==> src/inc/tuning_cfg.svh <==
// Purpose: offsets, field positions and reset values of the tuning bank
// Assumes: byte addresses on a 32-bit register port
// Notes:   guarded; definitions only
`ifndef TUNING_CFG_SVH
`define TUNING_CFG_SVH
`define ADDR_W                 16
`define OFF_WALK_CACHE_CONTROL 16'h8e00
`define OFF_TRANSACTION_QOS    16'h8e04
`define OFF_UNIT_CONFIG_INFO   16'h8e08
`define OFF_SECURE_UARCH_CTRL  16'h8e20
`define OFF_PER_NODE_CONTROL   16'h9000
`define OFF_WC_CAPACITY_MAX    16'h8e40
`define RST_WALK_CACHE_CONTROL 32'h0000_0000
`define RST_TRANSACTION_QOS    32'h0000_0000
`define RST_SECURE_UARCH_CTRL  32'h0000_0000
`define RST_PER_NODE_CONTROL   32'h0000_0000
`define RST_WC_CAPACITY_MAX    32'h0000_0000
`define QOS_WRITABLE_MASK      32'h0fff_ffff
`define NODE_CTRL_MASK         32'h0000_0013
`define BIT_EXCLUDE_SPACE_ID   19
`define BIT_CACHE_OFF_LO       8
`define BIT_NS_TUNING_PERMIT   0
`define POS_SYNC_QOS           24
`define POS_IRQ_QOS            20
`define POS_QUEUE_QOS          16
`define POS_SLOT_COUNT         4
`define DEF_SLOT_COUNT         12'd128
`define DEF_NUM_NODES          4
`endif

==> src/inc/tuning_pkg.sv <==
// Purpose: shared types of the tuning bank
// Assumes: nothing
// Notes:   constants live in tuning_cfg.svh
package tuning_pkg;
  typedef logic [3:0] qos_t;
  typedef logic [1:0] prio_t;
  typedef enum logic [1:0] {XFER_SYNC, XFER_IRQ, XFER_QUEUE, XFER_WALK} xfer_kind_e;
endpackage

==> src/inc/qos_sel_if.sv <==
// Purpose: carries a qos table and a class select between modules
// Assumes: one clock
// Notes:   selector drives qos, bank drives table
`timescale 1ns/10ps
interface qos_sel_if;
  import tuning_pkg::*;
  logic [27:0] table_bits;
  xfer_kind_e  kind;
  prio_t       prio;
  qos_t        qos;
  modport bank (output table_bits, output kind, output prio, input qos);
  modport sel  (input table_bits, input kind, input prio, output qos);
endinterface

==> src/verilog/qos_selector.sv <==
// Purpose: picks the qos value for one outgoing transaction
// Assumes: table registered in the bank
// Notes:   result registered, one cycle after the select
`timescale 1ns/10ps
`include "tuning_cfg.svh"
module qos_selector
  import tuning_pkg::*;
(
  // clock and reset
  input  wire logic i_clk,
  input  wire logic i_rstn,
  // select port
  qos_sel_if.sel    q
);
  qos_t qos_reg;
  qos_t qos_next;

  // only the transaction's own class decides, plus its prio for walks, no boost from waiters
  always_comb begin
    unique case (q.kind)
      XFER_SYNC:  qos_next = q.table_bits[`POS_SYNC_QOS +: 4];
      XFER_IRQ:   qos_next = q.table_bits[`POS_IRQ_QOS +: 4];
      XFER_QUEUE: qos_next = q.table_bits[`POS_QUEUE_QOS +: 4];
      XFER_WALK:  qos_next = q.table_bits[{q.prio, 2'b00} +: 4];
    endcase
  end

  // output register
  always_ff @(posedge i_clk) begin
    if (!i_rstn) begin
      qos_reg <= 4'h0;
    end else begin
      qos_reg <= qos_next;
    end
  end
  assign q.qos = qos_reg;
endmodule // qos_selector

==> src/verilog/tuning_regs.sv <==
// Purpose: tuning and status register bank of the translation control unit
// Assumes: one clock, plain register port, enables and acks from main control
// Notes:   read data valid the cycle after the read strobe
// Operation
// - secure control register hidden from non-secure
// - permit bit zero hides bank from non-secure
// - locked registers writable only when translation off
// - spare auxiliary bits store and read back
// - bit nineteen drops space id hash
// - bits fifteen to eight switch caches off
// - sync completion carries its qos field
// - interrupt writes carry their qos field
// - queue accesses carry their qos field
// - walk qos chosen by node priority
// - no qos boost for blocked transactions
// - config reports shared translation slot count
// - higher priority nodes served first
`timescale 1ns/10ps
`include "tuning_cfg.svh"
module tuning_regs
  import tuning_pkg::*;
#(
  parameter int          NUM_NODES  = `DEF_NUM_NODES,
  parameter logic [11:0] SLOT_COUNT = `DEF_SLOT_COUNT
)(
  // clock and reset
  input  wire logic                   i_clk,
  input  wire logic                   i_rstn,
  // register port
  input  wire logic [`ADDR_W-1:0]     i_addr,
  input  wire logic [31:0]            i_wdata,
  input  wire logic                   i_wr,
  input  wire logic                   i_rd,
  input  wire logic                   i_secure,
  output logic      [31:0]            o_rdata,
  // translation enable state from main control
  input  wire logic                   i_ns_enable,
  input  wire logic                   i_ns_enable_ack,
  input  wire logic                   i_s_enable,
  input  wire logic                   i_s_enable_ack,
  // walk cache controls
  output logic                        o_exclude_space_id_hash,
  output logic      [7:0]             o_cache_off,
  // node arbitration
  input  wire logic [NUM_NODES-1:0]   i_node_req,
  output logic      [NUM_NODES-1:0]   o_node_grant,
  // qos lookup
  input  wire logic [1:0]             i_xfer_kind,
  input  wire logic [1:0]             i_xfer_prio,
  output logic      [3:0]             o_xfer_qos
);
  localparam int NW = (NUM_NODES > 1) ? $clog2(NUM_NODES) : 1;

  logic [31:0] walk_cache_control_reg;
  logic [31:0] transaction_qos_levels_reg;
  logic [31:0] secure_uarch_control_reg;
  logic [31:0] walk_cache_capacity_max_reg;
  logic [31:0] per_node_control_reg [NUM_NODES];
  logic [31:0] rdata_reg;
  logic [31:0] rdata_next;
  logic [NUM_NODES-1:0] grant_reg;
  logic [NUM_NODES-1:0] grant_next;
  logic        unlocked;
  logic        bank_ok;
  logic        sec_ok;
  logic        wr_ok;
  logic        node_hit;
  logic [NW-1:0] node_idx;
  logic [31:0] cfg_word;

  // access gates
  assign unlocked = !(i_ns_enable | i_ns_enable_ack | i_s_enable | i_s_enable_ack);
  assign sec_ok   = i_secure;
  assign bank_ok  = i_secure | secure_uarch_control_reg[`BIT_NS_TUNING_PERMIT];
  // locked writes outside the window are simply dropped, no error path
  assign wr_ok    = i_wr & bank_ok & unlocked;

  // node window decode, 4 bytes per node
  assign node_hit = (i_addr >= `OFF_PER_NODE_CONTROL) &&
                    (i_addr < `ADDR_W'(`OFF_PER_NODE_CONTROL + 4 * NUM_NODES)) &&
                    (i_addr[1:0] == 2'b00);
  assign node_idx = NW'((i_addr - `OFF_PER_NODE_CONTROL) >> 2);

  // configuration word is fixed at build time
  assign cfg_word = {16'h0000, SLOT_COUNT, 4'h0};

  // secure control register, never writable from non-secure
  always_ff @(posedge i_clk) begin
    if (!i_rstn) begin
      secure_uarch_control_reg <= `RST_SECURE_UARCH_CTRL;
    end else if (i_wr && sec_ok && i_addr == `OFF_SECURE_UARCH_CTRL) begin
      secure_uarch_control_reg <= {31'h0, i_wdata[`BIT_NS_TUNING_PERMIT]};
    end
  end

  // walk cache control, all bits stored including spare ones
  always_ff @(posedge i_clk) begin
    if (!i_rstn) begin
      walk_cache_control_reg <= `RST_WALK_CACHE_CONTROL;
    end else if (wr_ok && i_addr == `OFF_WALK_CACHE_CONTROL) begin
      walk_cache_control_reg <= i_wdata;
    end
  end

  // qos levels, top nibble reserved
  always_ff @(posedge i_clk) begin
    if (!i_rstn) begin
      transaction_qos_levels_reg <= `RST_TRANSACTION_QOS;
    end else if (wr_ok && i_addr == `OFF_TRANSACTION_QOS) begin
      transaction_qos_levels_reg <= i_wdata & `QOS_WRITABLE_MASK;
    end
  end

  // walk cache capacity limit, stored only
  always_ff @(posedge i_clk) begin
    if (!i_rstn) begin
      walk_cache_capacity_max_reg <= `RST_WC_CAPACITY_MAX;
    end else if (wr_ok && i_addr == `OFF_WC_CAPACITY_MAX) begin
      walk_cache_capacity_max_reg <= i_wdata;
    end
  end

  // per node control, priority and invalidation opt-out
  always_ff @(posedge i_clk) begin
    if (!i_rstn) begin
      for (int n = 0; n < NUM_NODES; n++) begin
        per_node_control_reg[n] <= `RST_PER_NODE_CONTROL;
      end
    end else if (wr_ok && node_hit) begin
      per_node_control_reg[node_idx] <= i_wdata & `NODE_CTRL_MASK;
    end
  end

  // read mux, blocked reads answer zero
  always_comb begin
    rdata_next = 32'h0000_0000;
    if (i_rd) begin
      if (i_addr == `OFF_SECURE_UARCH_CTRL) begin
        if (sec_ok) begin
          rdata_next = secure_uarch_control_reg;
        end
      end else if (bank_ok) begin
        if (node_hit) begin
          rdata_next = per_node_control_reg[node_idx];
        end else begin
          unique case (i_addr)
            `OFF_WALK_CACHE_CONTROL: rdata_next = walk_cache_control_reg;
            `OFF_TRANSACTION_QOS:    rdata_next = transaction_qos_levels_reg;
            `OFF_UNIT_CONFIG_INFO:   rdata_next = cfg_word;
            `OFF_WC_CAPACITY_MAX:    rdata_next = walk_cache_capacity_max_reg;
            default:                 rdata_next = 32'h0000_0000;
          endcase
        end
      end
    end
  end

  // read data register, zero outside the answer cycle
  always_ff @(posedge i_clk) begin
    if (!i_rstn) begin
      rdata_reg <= 32'h0000_0000;
    end else begin
      rdata_reg <= rdata_next;
    end
  end
  assign o_rdata = rdata_reg;

  // walk cache steering straight from the stored bits
  assign o_exclude_space_id_hash = walk_cache_control_reg[`BIT_EXCLUDE_SPACE_ID];
  assign o_cache_off = walk_cache_control_reg[`BIT_CACHE_OFF_LO +: 8];

  // strict priority arbiter; ties go to the lowest node number
  always_comb begin
    logic       found;
    found      = 1'b0;
    grant_next = '0;
    for (int p = 3; p >= 0; p--) begin
      for (int n = 0; n < NUM_NODES; n++) begin
        if (!found && i_node_req[n] && per_node_control_reg[n][1:0] == 2'(p)) begin
          found         = 1'b1;
          grant_next[n] = 1'b1;
        end
      end
    end
  end

  // grant registered, one cycle after request
  always_ff @(posedge i_clk) begin
    if (!i_rstn) begin
      grant_reg <= '0;
    end else begin
      grant_reg <= grant_next;
    end
  end
  assign o_node_grant = grant_reg;

  // qos lookup in its own module
  qos_sel_if qif ();
  assign qif.table_bits = transaction_qos_levels_reg[27:0];
  assign qif.kind       = xfer_kind_e'(i_xfer_kind);
  assign qif.prio       = i_xfer_prio;

  qos_selector u_qos (
    .i_clk  (i_clk),
    .i_rstn (i_rstn),
    .q      (qif.sel)
  );
  assign o_xfer_qos = qif.qos;
endmodule // tuning_regs
==> config.mk <==
export PLATFORM = sky130hd
export DESIGN_NAME = tuning_regs
export DESIGN_NICKNAME = d
export VERILOG_FILES = /design/src/inc/tuning_pkg.sv /design/src/inc/qos_sel_if.sv /design/src/verilog/qos_selector.sv /design/src/verilog/tuning_regs.sv
export VERILOG_INCLUDE_DIRS = /design/src /design/src/inc
export SDC_FILE = /design/constraint.sdc
export NUM_CORES = 1
export LEC_CHECK = 0
export ABC_AREA = 1
export BUFFER_PORTS_ARGS = -buffer_cell sky130_fd_sc_hd__buf_2
export CAP_MARGIN = 25
export CORE_MARGIN = 10
export CORE_UTILIZATION = 53
export CTS_CLUSTER_SIZE = 30
export DETAILED_ROUTE_END_ITERATION = 12
export PLACE_DENSITY = 0.73
export SETUP_SLACK_MARGIN = 0.3
export SLEW_MARGIN = 40
export SYNTH_ARGS = -nofsm -noshare
export SYNTH_HDL_FRONTEND = slang
export SYNTH_SLANG_ARGS = --single-unit
==> constraint.sdc <==
create_clock -name i_clk -period 3.25 [get_ports i_clk]
set_clock_uncertainty 0.15 [all_clocks]
set_input_delay 0.4875 -clock i_clk [delete_from_list [all_inputs] [get_ports i_clk]]
set_output_delay 0.4875 -clock i_clk [all_outputs]
set_load 0.05 [all_outputs]
-- Word level (Yosys, flattened, before mapping)
Memory sizes are Yosys's and may differ from the RTL's.
Index checks and enable logic that the tools add are counted.
- logic and storage cells: 144
- memories: 1
- output and inout port bits: 49
- register bits after elaboration: 133
- bits in writable memories: 12
- bits of input ports: 65
- bitwise logic cells: 6
- reductions and logical operators: 63
- $lt $le $gt $ge: 2
- eq/ne operators: 20
- add/subtract/negate cells: 1
- shift operators: 1
- multiplexer cells: 43
- memory list (memory ; words ; width ; read ports ; clocked after memory_dff ; write ports ; RTL line ; text):
    per_node_control_reg ; 4 ; 3 ; 5 ; 0 ; 4 ; tuning_regs.sv:58 ; logic [31:0] per_node_control_reg [NUM_NODES];
- operators by type and width (cell ; count):
    one-hot mux 32 bit (4 select lines) ; 1
    two-way mux 32 bit ; 3
    equality test 16 bit (second input constant) ; 5
    logical AND 1 bit ; 39
    two-way mux 1 bit ; 36
    variable part select 28 x 5 -> 4 bit ; 1
    equality test 2 bit (second input constant) ; 10
    greater-or-equal comparator 16 bit (second input constant) ; 1
    zero test 1 bit ; 16
    less-than comparator 16 bit (second input constant) ; 1
    one-hot mux 4 bit (4 select lines) ; 1
    zero test 2 bit ; 6
    equality test 2 x 1 -> 1 bit (second input constant) ; 5
    bitwise OR 1 bit ; 4
    subtractor 4 x 1 -> 4 bit (second input constant) ; 1
    two-way mux 3 bit ; 1
    OR reduction 3 bit ; 1
    AND 1 bit ; 2
    two-way mux 2 bit ; 1
    AND reduction 2 bit ; 1

-- Depth between registers and ports, before layout
Gate-level depths: netlist of run 1.
An unclocked memory read counts as a cell.
- depth in word-level cells: 64
- depth in mapped cells: 12
- mapped depth without buffers: 12

-- Modules after synthesis
Synthesis of run 1 repeated with hierarchy kept, for this count alone.
- cell total of the unflattened synthesis: 819
- area total of the unflattened synthesis: 6247.2 um^2
- modules (own cells, without submodules) (module ; area each (um^2) ; sequential area each (um^2) ; cells an instance ; instances):
    tuning_regs ; 5838.1 ; 2942.8 ; 740 ; 1
    qos_selector ; 409.1 ; 80.1 ; 79 ; 1

-- Worst setup path after synthesis of run 1
Ideal clock, no wire load.
- kind: input to register
- start: input i_addr[1]
- end: memory per_node_control_reg[2][0] (netlist name), enable pin
- setup time: 0.344 ns
- cell stages on the path: 7
- data arrival time: 1.582 ns
- slack: 1.174 ns
- path buffers: 0
- cell sequence: nor2_1 -> nand3_1 -> nor4_1 -> nand2_1 -> nor2_1 -> inv_2 -> o21ai_0
- RTL lines (item ; RTL line ; text):
    start, declared ; tuning_regs.sv:30 ; input wire logic [`ADDR_W-1:0] i_addr,
    end, declared ; tuning_regs.sv:58 ;

-- Final worst setup path of run 1
- start: register secure_uarch_control_reg[0]
- end: register walk_cache_control_reg[8]
- word-level cells in the longest chain between the ends: 4
- ends and longest elaborated chain (item ; RTL line ; text):
    start, declared ; tuning_regs.sv:56 ; logic [31:0] secure_uarch_control_reg;
    start signal, assigned ; tuning_regs.sv:90 ; secure_uarch_control_reg <= `RST_SECURE_UARCH_CTRL;
    start signal, assigned ; tuning_regs.sv:92 ; secure_uarch_control_reg <= {31'h0, i_wdata[`BIT_NS_TUNING_PERMIT]};
    bitwise OR 1 bit ; tuning_regs.sv:74 ; assign bank_ok = i_secure | secure_uarch_control_reg[`BIT_NS_TUNING_PERMIT];
    AND 1 bit (2 in series) ; tuning_regs.sv:76 ; assign wr_ok = i_wr & bank_ok & unlocked;
    logical AND 1 bit (no line) ; - ;
    end signal, assigned ; tuning_regs.sv:99 ; walk_cache_control_reg <= `RST_WALK_CACHE_CONTROL;
    end signal, assigned ; tuning_regs.sv:101 ; walk_cache_control_reg <= i_wdata;
    end, declared ; tuning_regs.sv:54 ; logic [31:0] walk_cache_control_reg;
Every way passes these cells.
A chain may end at the register's enable or synchronous reset.

==> qor.yml, run 1 <==
async_reset_ff_share_pct: 0
syn_nets: 875
grt_pass1_vias: 5484
design.die.area_um2: 17300
outcome: "completed"
multi_input_area_um2: 2700
cpPeakStageDelay_ns: 0.45
gr-usage-met1_pct: 22.5
cp_top_family: "simple AND/OR/NAND/NOR gates"
crit_path_start_kind: "flip-flop"
cts_hold_buf: 0
drt_iter0_drc: 405
clk_pin_slew_worst_paths_ns: 0.06
slew_viol_final: 0
gr-usage-all-layers_pct: 18.9
drive_above_1_share_pct: 25.1
gr-total-overflow: 0
grt_pass1_wl_mm: 27.0
crit_fanout: 32
antenna_found_initial: 1
grt_max_degree: 65
drc: 0
final_area_um2: 7870
synth_compound_area_share_pct: 24.3
cts_resized: 0
cts_tree: "done"
portBuffers: 113
clockRootBuffer: "clkbuf_16"
required_ns: 3.38
worstMarginPinSlew_ns: 0.838
wl_per_cell_um: 15.0
synth_edf_count: 12
synth_seq_cells: 145
cts_setup_buffers: 0
avgSynthCellArea_um2: 8.13
die_w_um: 131
grtUsageMet2_pct: 31.1
synth-xor-area-share_pct: 0
ir_drop_mv: 0.370
core_region_area_um2: 12100
synth_top_family_by_area: "compound AO/OA/AOI/OAI gates"
nets: 970
regArea_um2: 3020
grt_use_met3_pct: 6.44
final_util_pct: 65.0
pin_count: 114
synthCells: 810
synth_fa_ha_area_share_pct: 0
fin_crit_ns: 2.32
synth-main-ff-cell: "dfxtp_1"
clk_latency_ns: 0.43
die_h_um: 131
relSlewSlack_pct: 44.1
yosysWarnings: 0
yosysSeqAreaShare_pct: 45.9
h-tree-depth: 4
num_rows: 40
netlist_area_um2: 6590
cts_sinks: 145
hold_path.class: "in2reg"
antenna_cells: 0
hpwl_mm: 11.6
worstPathArrival_ns: 2.45
fill_cells: 1057
hold_violations: 0
fin_setup_tns_ns: 0
synthSimpleGateAreaFrac_pct: 16.5
power_density_nw_per_um2: 531
p_leak_uw: 0.00325
setup_viol: 0
max_cap_violations: 0
top_usage_layer: "met2"
setup.worst_path.class: "reg2reg"
rsz0062_at_grt: "false"
cp.buffers_inverters: 2
ant_nets: 0
cts_made_buffers: 17
clock.fmax_mhz: 430
endpoint_kind: "flip-flop"
critPathMostFrequentCell: "nor2_1"
start_util_pct: 54.4
place_area_um2: 7200
drt-pass1-iter-count: 5
vias: 5609
synthMuxAreaShare_pct: 0
worst_path_max_delay_cell: "nor4_4"
syn2layout_area_growth_pct: 19.4
path_cells: "nor2_1, inv_2, nand3b_1, nor4_4, nand3_4, buf_4, nor2_1, a211oi_2"
wl_mm: 16.2
clock_path_buffers: 2
synth.distinct_cells: 41
power_uw: 4180
finalCritPeriodShare_pct: 71.5
place_congestion: 0.918
vias_per_cell: 5.16
## worst paths after layout
check | from | endpoint | slack [ns] | depth (start not counted)
setup / recovery | secure_uarch_control_reg[0]$_SDFFE_PN0P_ | walk_cache_control_reg[8]$_SDFFE_PN0P_ | 0.93 | 8
hold / removal | i_wr | secure_uarch_control_reg[0]$_SDFFE_PN0P_ | 0.19 | 3
setup reg to reg | secure_uarch_control_reg[0]$_SDFFE_PN0P_ | walk_cache_control_reg[8]$_SDFFE_PN0P_ | 0.93 | 8
hold reg to reg | transaction_qos_levels_reg[14]$_SDFFE_PN0P_ | transaction_qos_levels_reg[14]$_SDFFE_PN0P_ | 0.31 | 2
## layout make-up
class | instances | share of cell area (%)
timing repair buffer | 121 | 8.11
multi-input combinational | 452 | 34.3
clock buffer | 24 | 6.65
clock inverter | 8 | 1.83
inverter | 168 | 8.06
sequential | 145 | 38.4
tap | 168 | 2.67
## cells by family after synthesis
family	count (synthesis)
buf+inv	213
flops	145
compound gates	228
simple gates	224
## power by group
group	internal (uW)	leakage [uW]	total [uW]	switching, uW
sequential	1810	0.00120	1820	5.63
combinational	64.3	0.00172	209	145
clock	1430	0.000332	2150	724
total	3310	0.00325	4180	874
## per-layer routing
metal  wire (um)  up-vias
met3        1090       20
met1        7120     2559
met4         231        2
met5          11        -
met2        7780      155
li1            -     2873
## synthesized netlist by cell type, types with 2 or more instances
master / n / area share, %
o211ai_1: 2 / 0.23
nand3b_1: 4 / 0.46
inv_2: 14 / 0.80
buf_6: 4 / 0.68
o22ai_1: 25 / 2.4
nor2_2: 3 / 0.28
a211oi_1: 22 / 2.5
buf_2: 9 / 0.68
nor2_1: 119 / 6.8
o221ai_1: 3 / 0.40
nand4_1: 13 / 1.2
nor2_4: 4 / 0.68
nor4_4: 2 / 0.65
nand2_4: 2 / 0.34
a31oi_1: 4 / 0.38
inv_1: 152 / 8.7
nor4_1: 3 / 0.28
a22oi_1: 4 / 0.46
nor4_2: 2 / 0.38
a211oi_2: 42 / 8.0
dfxtp_1: 133 / 40
clkbuf_1: 23 / 1.3
o21ai_0: 69 / 5.2
nand3_1: 22 / 1.7
nor3_1: 5 / 0.38
nand2_1: 39 / 2.2
buf_4: 8 / 0.91
edfxtp_1: 12 / 5.5
a221oi_1: 4 / 0.53
a21oi_1: 51 / 3.9
## worst register-to-register path, delay by kind of cell (launching register included)
kind	cells	cell delay, ns
simple gates	5	1.21
flops	1	0.35
compound gates	1	0.04
buf+inv	2	0.43
## placed cells by master (no fill, tap or decap), types with 7 or more instances in the layout
| cell | instances |
|---|---|
| nand2_1 | 39 |
| clkbuf_16 | 18 |
| o22ai_1 | 25 |
| nand4_1 | 13 |
| a21oi_1 | 51 |
| a211oi_2 | 42 |
| dfxtp_1 | 133 |
| buf_4 | 7 |
| inv_2 | 14 |
| buf_2 | 113 |
| nand3_1 | 21 |
| inv_1 | 152 |
| a211oi_1 | 22 |
| o21ai_0 | 69 |
| edfxtp_1 | 12 |
| nor2_1 | 119 |
## metrics by stage
step | cells | hold slack (ns) | setup slack, ns
after floorplan | 810 | 0.284 | 1.17
after global placement | 1054 | 0.294 | 0.613
after detailed placement | 1054 | 0.299 | 0.600
after CTS | 1086 | 0.171 | 0.909
after global routing | 1086 | 0.196 | 0.726
final | 1086 | 0.189 | 0.926
Note: power is estimated with default switching activity, not from simulation.
==> run 2, diff against run 1 <==
Settings changed: ABC_AREA 1 to 0.
Clock period 3.25 ns to 2.3 ns, I/O delays scaled along.
==> run 2 against run 1 <==
  * Worst hold slack worse by 0.14 ns
  * Routed wire length grew 12%
  * Synthesized cell count fell by 12%
  * Via count rose by 8.1%
  * Cell count decreased by 12%
  * Combinational power grew 32%
  * Count of clock-buffer cells in the layout is 2 lower
  * Synthesized area decreased by 3.1%
  * Total power up 36%
  * Flip-flop and latch count stayed put
  * Fmax increased by 20%
  * Largest cell class unchanged
  * Largest power group unchanged
==> qor.yml, run 2 <==
netlist.area_leader.share_pct: 41.7  # +1.3 points
max_cap_violations: 0  # unchanged
die_h_um: 130  # -1.3%
grt_pass1_wl_mm: 28.9  # +7.2%
crit_cells: 5  # -3
m1WireLength_mm: 7.38  # +3.6%
crit_fanout: 12  # -63%
final_util_pct: 64.1  # -0.86 points
num_rows: 40  # unchanged
clock_path_buffers: 2  # unchanged
synth_seq_cells: 145  # unchanged
design.die.area_um2: 16800  # -2.6%
avgSynthCellArea_um2: 8.97  # +10%
hold_path.class: "in2reg"
hold_violations: 0  # unchanged
synth_edf_count: 12  # unchanged
syn_nets: 777  # -11%
grt_pass1_vias: 5724  # +4.4%
synth_compound_area_share_pct: 23.3  # -1.0 points
synth.top_cells.by_count: "dfxtp_1, a21oi_1, nand3_1"
crit_path_start_kind: "flip-flop"
synth_fa_ha_area_share_pct: 0  # unchanged
power_density_nw_per_um2: 745  # +40%
outcome: "completed"
place_congestion: 0.818  # -11%
wl_per_cell_um: 19.1  # +28%
yosysSeqAreaShare_pct: 47.3  # +1.4 points
yosysWarnings: 0  # unchanged
synth-xor-area-share_pct: 0  # unchanged
whs_ns: 0.0482  # -0.141 ns
r2r_start: "secure_uarch_control_reg[0]$_SDFFE_PN0P_"
fin_setup_tns_ns: 0  # unchanged
wl_mm: 18.2  # +12%
required_ns: 2.44  # -0.94 ns
nets: 855  # -12%
final_common_cell: "dfxtp_1"
ant_nets: 0  # unchanged
ff2ff_path_depth: 5  # -3
clockRootBuffer: "clkbuf_16"
clk_pin_slew_worst_paths_ns: 0.06  # about the same
synth_top_family_by_area: "compound AO/OA/AOI/OAI gates"
synth_most_common_cell: "dfxtp_1"
vias: 6064  # +8.1%
synth_top_area_cell: "dfxtp_1"
cp_top_family: "simple AND/OR/NAND/NOR gates"
drt_iter0_drc: 1239  # +210%
fin_crit_ns: 1.94  # -0.388 ns
slew_viol_final: 0  # unchanged
worstMarginPinSlew_ns: 0.463  # -0.375 ns
async_reset_ff_share_pct: 0  # unchanged
hpwl_mm: 11.6  # +0.31%
hold_depth: 3  # unchanged
worstSetupStartpoint: "secure_uarch_control_reg[0]$_SDFFE_PN0P_"
setup.worst_path.class: "reg2reg"
endpoint_kind: "flip-flop"
path_cells: "nor2_1, or4b_4, nor4_4, buf_6, and4bb_1"
cpPeakStageDelay_ns: 0.54  # +0.09 ns
met3_length_mm: 1.52  # +39%
cts_tree: "done"
worstPathArrival_ns: 2.07  # -0.38 ns
synth.distinct_cells: 52  # +27%
p_leak_uw: 0.00272  # -16%
synthSimpleGateAreaFrac_pct: 18.8  # +2.3 points
drt-pass1-iter-count: 7  # +2
vias_per_cell: 6.38  # +23%
finalCritPeriodShare_pct: 84.2  # +13 points
antenna_found_initial: 1  # unchanged
clk_latency_ns: 0.42  # about the same
worst_path_max_delay_cell: "or4b_4"
ir_drop_mv: 0.416  # +12%
gr-total-overflow: 0  # unchanged
netlist_area_um2: 6390  # -3.1%
core_region_area_um2: 11900  # -1.7%
gr-usage-all-layers_pct: 21.2  # +2.4 points
portBuffers: 113  # unchanged
synthMuxAreaShare_pct: 4.06  # +4.1 points
pin_count: 114  # unchanged
cp.buffers_inverters: 1  # -1
wl_met2_mm: 8.95  # +15%
h-tree-depth: 4  # unchanged
drc: 0  # unchanged
cts_made_buffers: 17  # unchanged
rsz0062_at_grt: "false"
grt_max_degree: 93  # +43%
routed.top_layer: "met4"
synthTopCellsByArea: "dfxtp_1, a21oi_1, nand3_1, o21ai_0, edfxtp_1"
synth-main-ff-cell: "dfxtp_1"
r2r_end: "per_node_control_reg[0][1]$_SDFFCE_PN0P_"
setup_viol: 0  # unchanged
reg2reg_slack_ns: 0.36  # -0.56 ns
layout_common_cells: "dfxtp_1, a21oi_1, buf_2"
syn2layout_area_growth_pct: 19.6
relSlewSlack_pct: 68.9  # +25 points
endpoint: "per_node_control_reg[0][1]$_SDFFCE_PN0P_"
fill_cells: 1001  # -5.3%
clock.fmax_mhz: 517  # +20%
die_w_um: 130  # -1.3%
cts_sinks: 145  # unchanged
start_util_pct: 53.6  # -0.78 points
drive_above_1_share_pct: 24.6  # -0.49 points
synthCells: 712  # -12%
run 2: cell count changes after synthesis, moves of 21 or more:
cell      change
a211oi_1     -21
a21oi_1      +62
nand3_1      +78
inv_1       -148
o22ai_1      -25
nor2_1      -101
a211oi_2     -42
run 2: per-layer routing:
metal	up-vias	GRT usage [%]
met4	0	8.86
met1	2913	25.7
li1	2804	-
met3	31	5.92
met5	-	0
met2	316	34.9
run 2: power by group:
group          switching (uW)  total, uW  internal [uW]
clock network            1030       2840           1810
logic                     169        275            105
registers                14.5       2570           2560
total                    1210       5690           4480
run 2: kinds of logic (layout without fill, tap and decap cells):
| kind of cell | after synthesis | in the layout |
|---|---|---|
| multiplexers | 12 | 12 |
| AND/OR/NAND/NOR | 207 | 207 |
| buffers and inverters | 84 | 174 |
| other | 0 | 2 |
| AO/OA/AOI/OAI | 264 | 264 |
| flip-flops | 145 | 145 |
run 2: what timing repair did:
item                                    in CTS  in global routing
endpoints found under the setup margin       1                  9
hold buffers                                 0                  0
pin swaps                                    1                  1
resized for setup                            0                  1
buffers inserted                             1                  1
run 2: worst reg2reg max path: stages (launching register included):
cell,delay (ns)
dfxtp_1,0.35
nor2_1,0.10
or4b_4,0.54
nor4_4,0.31
buf_6,0.17
and4bb_1,0.19
run 2: stage by stage:
step	setup slack, ns	area (um2)	power (uW)	std cells
finish	0.364	7630	5690	951
global route	0.298	7630	5860	950
CTS	0.357	7620	5710	948
detailed placement	0.0781	7000	2890	916
global placement	0.153	7000	2890	916
floorplan	0.336	6390	2760	712
run 2: worst min path at each step:
stage,slack (ns),from,endpoint
global placement,0.29,walk_cache_control_reg[23]$_SDFFE_PN0P_,o_rdata[23]$_SDFF_PP0_
floorplan,0.28,walk_cache_control_reg[16]$_SDFFE_PN0P_,o_rdata[16]$_SDFF_PP0_
detailed placement,0.29,walk_cache_control_reg[26]$_SDFFE_PN0P_,o_rdata[26]$_SDFF_PP0_
finish,0.05,i_wdata[9],transaction_qos_levels_reg[9]$_SDFFE_PN0P_
global route,0.04,i_wdata[9],transaction_qos_levels_reg[9]$_SDFFE_PN0P_
CTS,0.03,i_wdata[30],walk_cache_capacity_max_reg[30]$_SDFFE_PN0P_
run 2: cell type report:
type / count / area (um2) / area share (%)
multi-input cells: 483 / 2960 / 38.8
diodes: 2 / 5.00 / 0.0656
inverters: 5 / 18.8 / 0.246
clock buffers: 22 / 484 / 6.34
well taps: 147 / 184 / 2.41
repair buffers: 138 / 832 / 10.9
clock inverters: 9 / 129 / 1.69
flip-flops and latches: 145 / 3020 / 39.6
==> run 3, diff against run 2 <==
Settings changed: CORE_UTILIZATION 53 to 50, PLACE_DENSITY 0.73 to 0.72.
Clock period 2.3 ns to 1.7 ns, I/O delays scaled along.
==> run 3 against run 2 <==
  * The run now ends with setup timing left
  * Combinational power increased by 140%
  * Cell area rose by 42%
  * Clock power grew 38%
  * Critical endpoint is now walk_cache_control_reg[16]$_SDFFE_PN0P_
  * Largest cell class is now multi-input combinational cells
==> qor.yml, run 3 (synthesis gave the netlist of run 2 again) <==
outcome: "finished with violations"
violations: "setup timing"
die_w_um: 133  # +2.5%
drt-pass1-iter-count: 9  # +2
antenna_found_initial: 3  # +2
p_clk_share_pct: 48.6  # -1.3 points
final_common_cell: "dfxtp_1"
fin_setup_tns_ns: -22.51  # -22.51 ns
cts_made_buffers: 17  # unchanged
switching_share_pct: 24.5  # +3.2 points
gr-usage-all-layers_pct: 28.0  # +6.8 points
vias: 8061  # +33%
drive_above_1_share_pct: 54.5  # +30 points
max_cap_violations: 0  # unchanged
p_comb_share_pct: 8.3  # +3.5 points
seqPwrFrac_pct: 43.2  # -2.0 points
pin_count: 114  # unchanged
hold_depth: 3  # unchanged
cts_sinks: 145  # unchanged
regArea_um2: 3050  # +0.87%
switchingPower_uw: 1970  # +63%
grt_pass1_vias: 7229  # +26%
p_leak_uw: 0.00379  # +39%
layout_common_cells: "dfxtp_1, a21oi_1, buf_4"
final_util_pct: 86.1  # +22 points
h-tree-depth: 4  # unchanged
crit_path_start_kind: "flip-flop"
clock.fmax_mhz: 484  # -6.4%
crit_cells: 6  # +1
multi_input_area_um2: 3980  # +35%
ant_nets: 0  # unchanged
syn2layout_area_growth_pct: 69.4
wl_mm: 33.3  # +83%
endpoint_kind: "flip-flop"
crit_fanout: 6  # -6
place_congestion: 0.865  # +5.7%
relSlewSlack_pct: 34.5  # -34 points
grt_max_degree: 93  # unchanged
setup_viol: 123  # +123
cpPeakStageDelay_ns: 0.64  # +0.10 ns
worstMarginPinSlew_ns: 0.982  # +0.519 ns
die_h_um: 133  # +2.5%
fin_crit_ns: 2.07  # +0.132 ns
layout_setup_ws_ns: -0.368  # -0.732 ns
nets: 995  # +16%
required_ns: 1.85  # -0.59 ns
power_uw: 8060  # +42%
hpwl_mm: 12.6  # +8.5%
worst_path_max_delay_cell: "or4b_4"
place_area_um2: 7840  # +12%
clock_path_buffers: 2  # unchanged
power_density_nw_per_um2: 745  # about the same
design.die.area_um2: 17700  # +5.1%
core_region_area_um2: 12600  # +5.5%
ir_drop_mv: 0.798  # +92%
drc: 0  # unchanged
gr-total-overflow: 0  # unchanged
cp.buffers_inverters: 2  # +1
power.internal_uw: 6090  # +36%
drt_iter0_drc: 1530  # +23%
ff2ff_path_depth: 6  # +1
whs_ns: 0.0386  # -0.00954 ns
clk_latency_ns: 0.45  # +0.03 ns
portBuffers: 113  # unchanged
finalCritPeriodShare_pct: 122  # +37 points
slew_viol_final: 0  # unchanged
vias_per_cell: 7.22  # +13%
rsz0062_at_grt: "true"
grt_pass1_wl_mm: 39.6  # +37%
cp_top_family: "simple AND/OR/NAND/NOR gates"
cts_tree: "done"
setup.worst_path.class: "reg2reg"
hold_violations: 0  # unchanged
start_util_pct: 50.8  # -2.8 points
wl_per_cell_um: 29.8  # +56%
num_rows: 41  # +2.5%
path_cells: "nor2_2, or4b_4, buf_6, buf_16, o21ai_0, a21oi_1"
worstPathArrival_ns: 2.22  # +0.15 ns
clockRootBuffer: "clkbuf_16"
hold_path.class: "in2reg"
clk_pin_slew_worst_paths_ns: 0.07  # about the same
fill_cells: 533  # -47%
final_area_um2: 10800  # +42%
==> run 3: power groups by stage <==
stage / combinational [uW] / sequential [uW] / clock [uW]
5_1_grt: 688 / 3480 / 4010
4_1_cts: 565 / 3480 / 3770
3_5_place_dp: 429 / 3550 / 0
3_3_place_gp: 415 / 3550 / 0
2_1_floorplan: 194 / 3570 / 0
6_report: 666 / 3480 / 3920
==> run 3: area by class of cell <==
| type | instances | share of cell area, % |
|---|---|---|
| diodes | 3 | 0.0694 |
| clock buffers | 24 | 4.93 |
| multi-input cells | 483 | 36.8 |
| clock inverters | 7 | 0.659 |
| well taps | 172 | 1.99 |
| repair buffers | 278 | 27.2 |
| flip-flops and latches | 145 | 28.2 |
| inverters | 5 | 0.174 |
==> run 3: what timing repair did <==
item,CTS,global route
buffers inserted,23,15
hold buffers,32,0
endpoints found under the hold margin,86,0
cloned,17,9
resized for setup,135,230
pin swaps,24,72
setup endpoints to repair,193,203
==> run 3: through the flow <==
stage | setup WS (ns) | instances
final | -0.368 | 1117
after global placement | -0.187 | 987
after CTS | -0.140 | 1090
after detailed placement | -0.256 | 987
after floorplan | -0.0991 | 712
after global routing | -0.419 | 1117
==> run 3: worst reg2reg max path: stages, from the launching register on <==
cell     delay [ns]
dfxtp_2        0.34
nor2_2         0.05
or4b_4         0.64
buf_6          0.21
buf_16         0.16
o21ai_0        0.25
a21oi_1        0.13
==> run 3: worst paths after layout <==
kind,from,end,slack [ns]
worst max-delay path,secure_uarch_control_reg[0]$_SDFFE_PN0P_,walk_cache_control_reg[16]$_SDFFE_PN0P_,-0.37
worst min-delay path,i_wdata[0],walk_cache_capacity_max_reg[0]$_SDFFE_PN0P_,0.04
worst max register to register,secure_uarch_control_reg[0]$_SDFFE_PN0P_,walk_cache_control_reg[16]$_SDFFE_PN0P_,-0.37
worst min register to register,walk_cache_control_reg[25]$_SDFFE_PN0P_,walk_cache_control_reg[25]$_SDFFE_PN0P_,0.33
==> run 3: routing by layer <==
metal,up-vias,global-route usage (%),part of all wire (%),wire length (um)
met5,-,0,0,0
met4,0,18.0,9.4,3140
met3,318,9.24,14,4550
met2,880,45.4,44,14600
met1,3744,31.0,33,11000
li1,3119,-,-,-
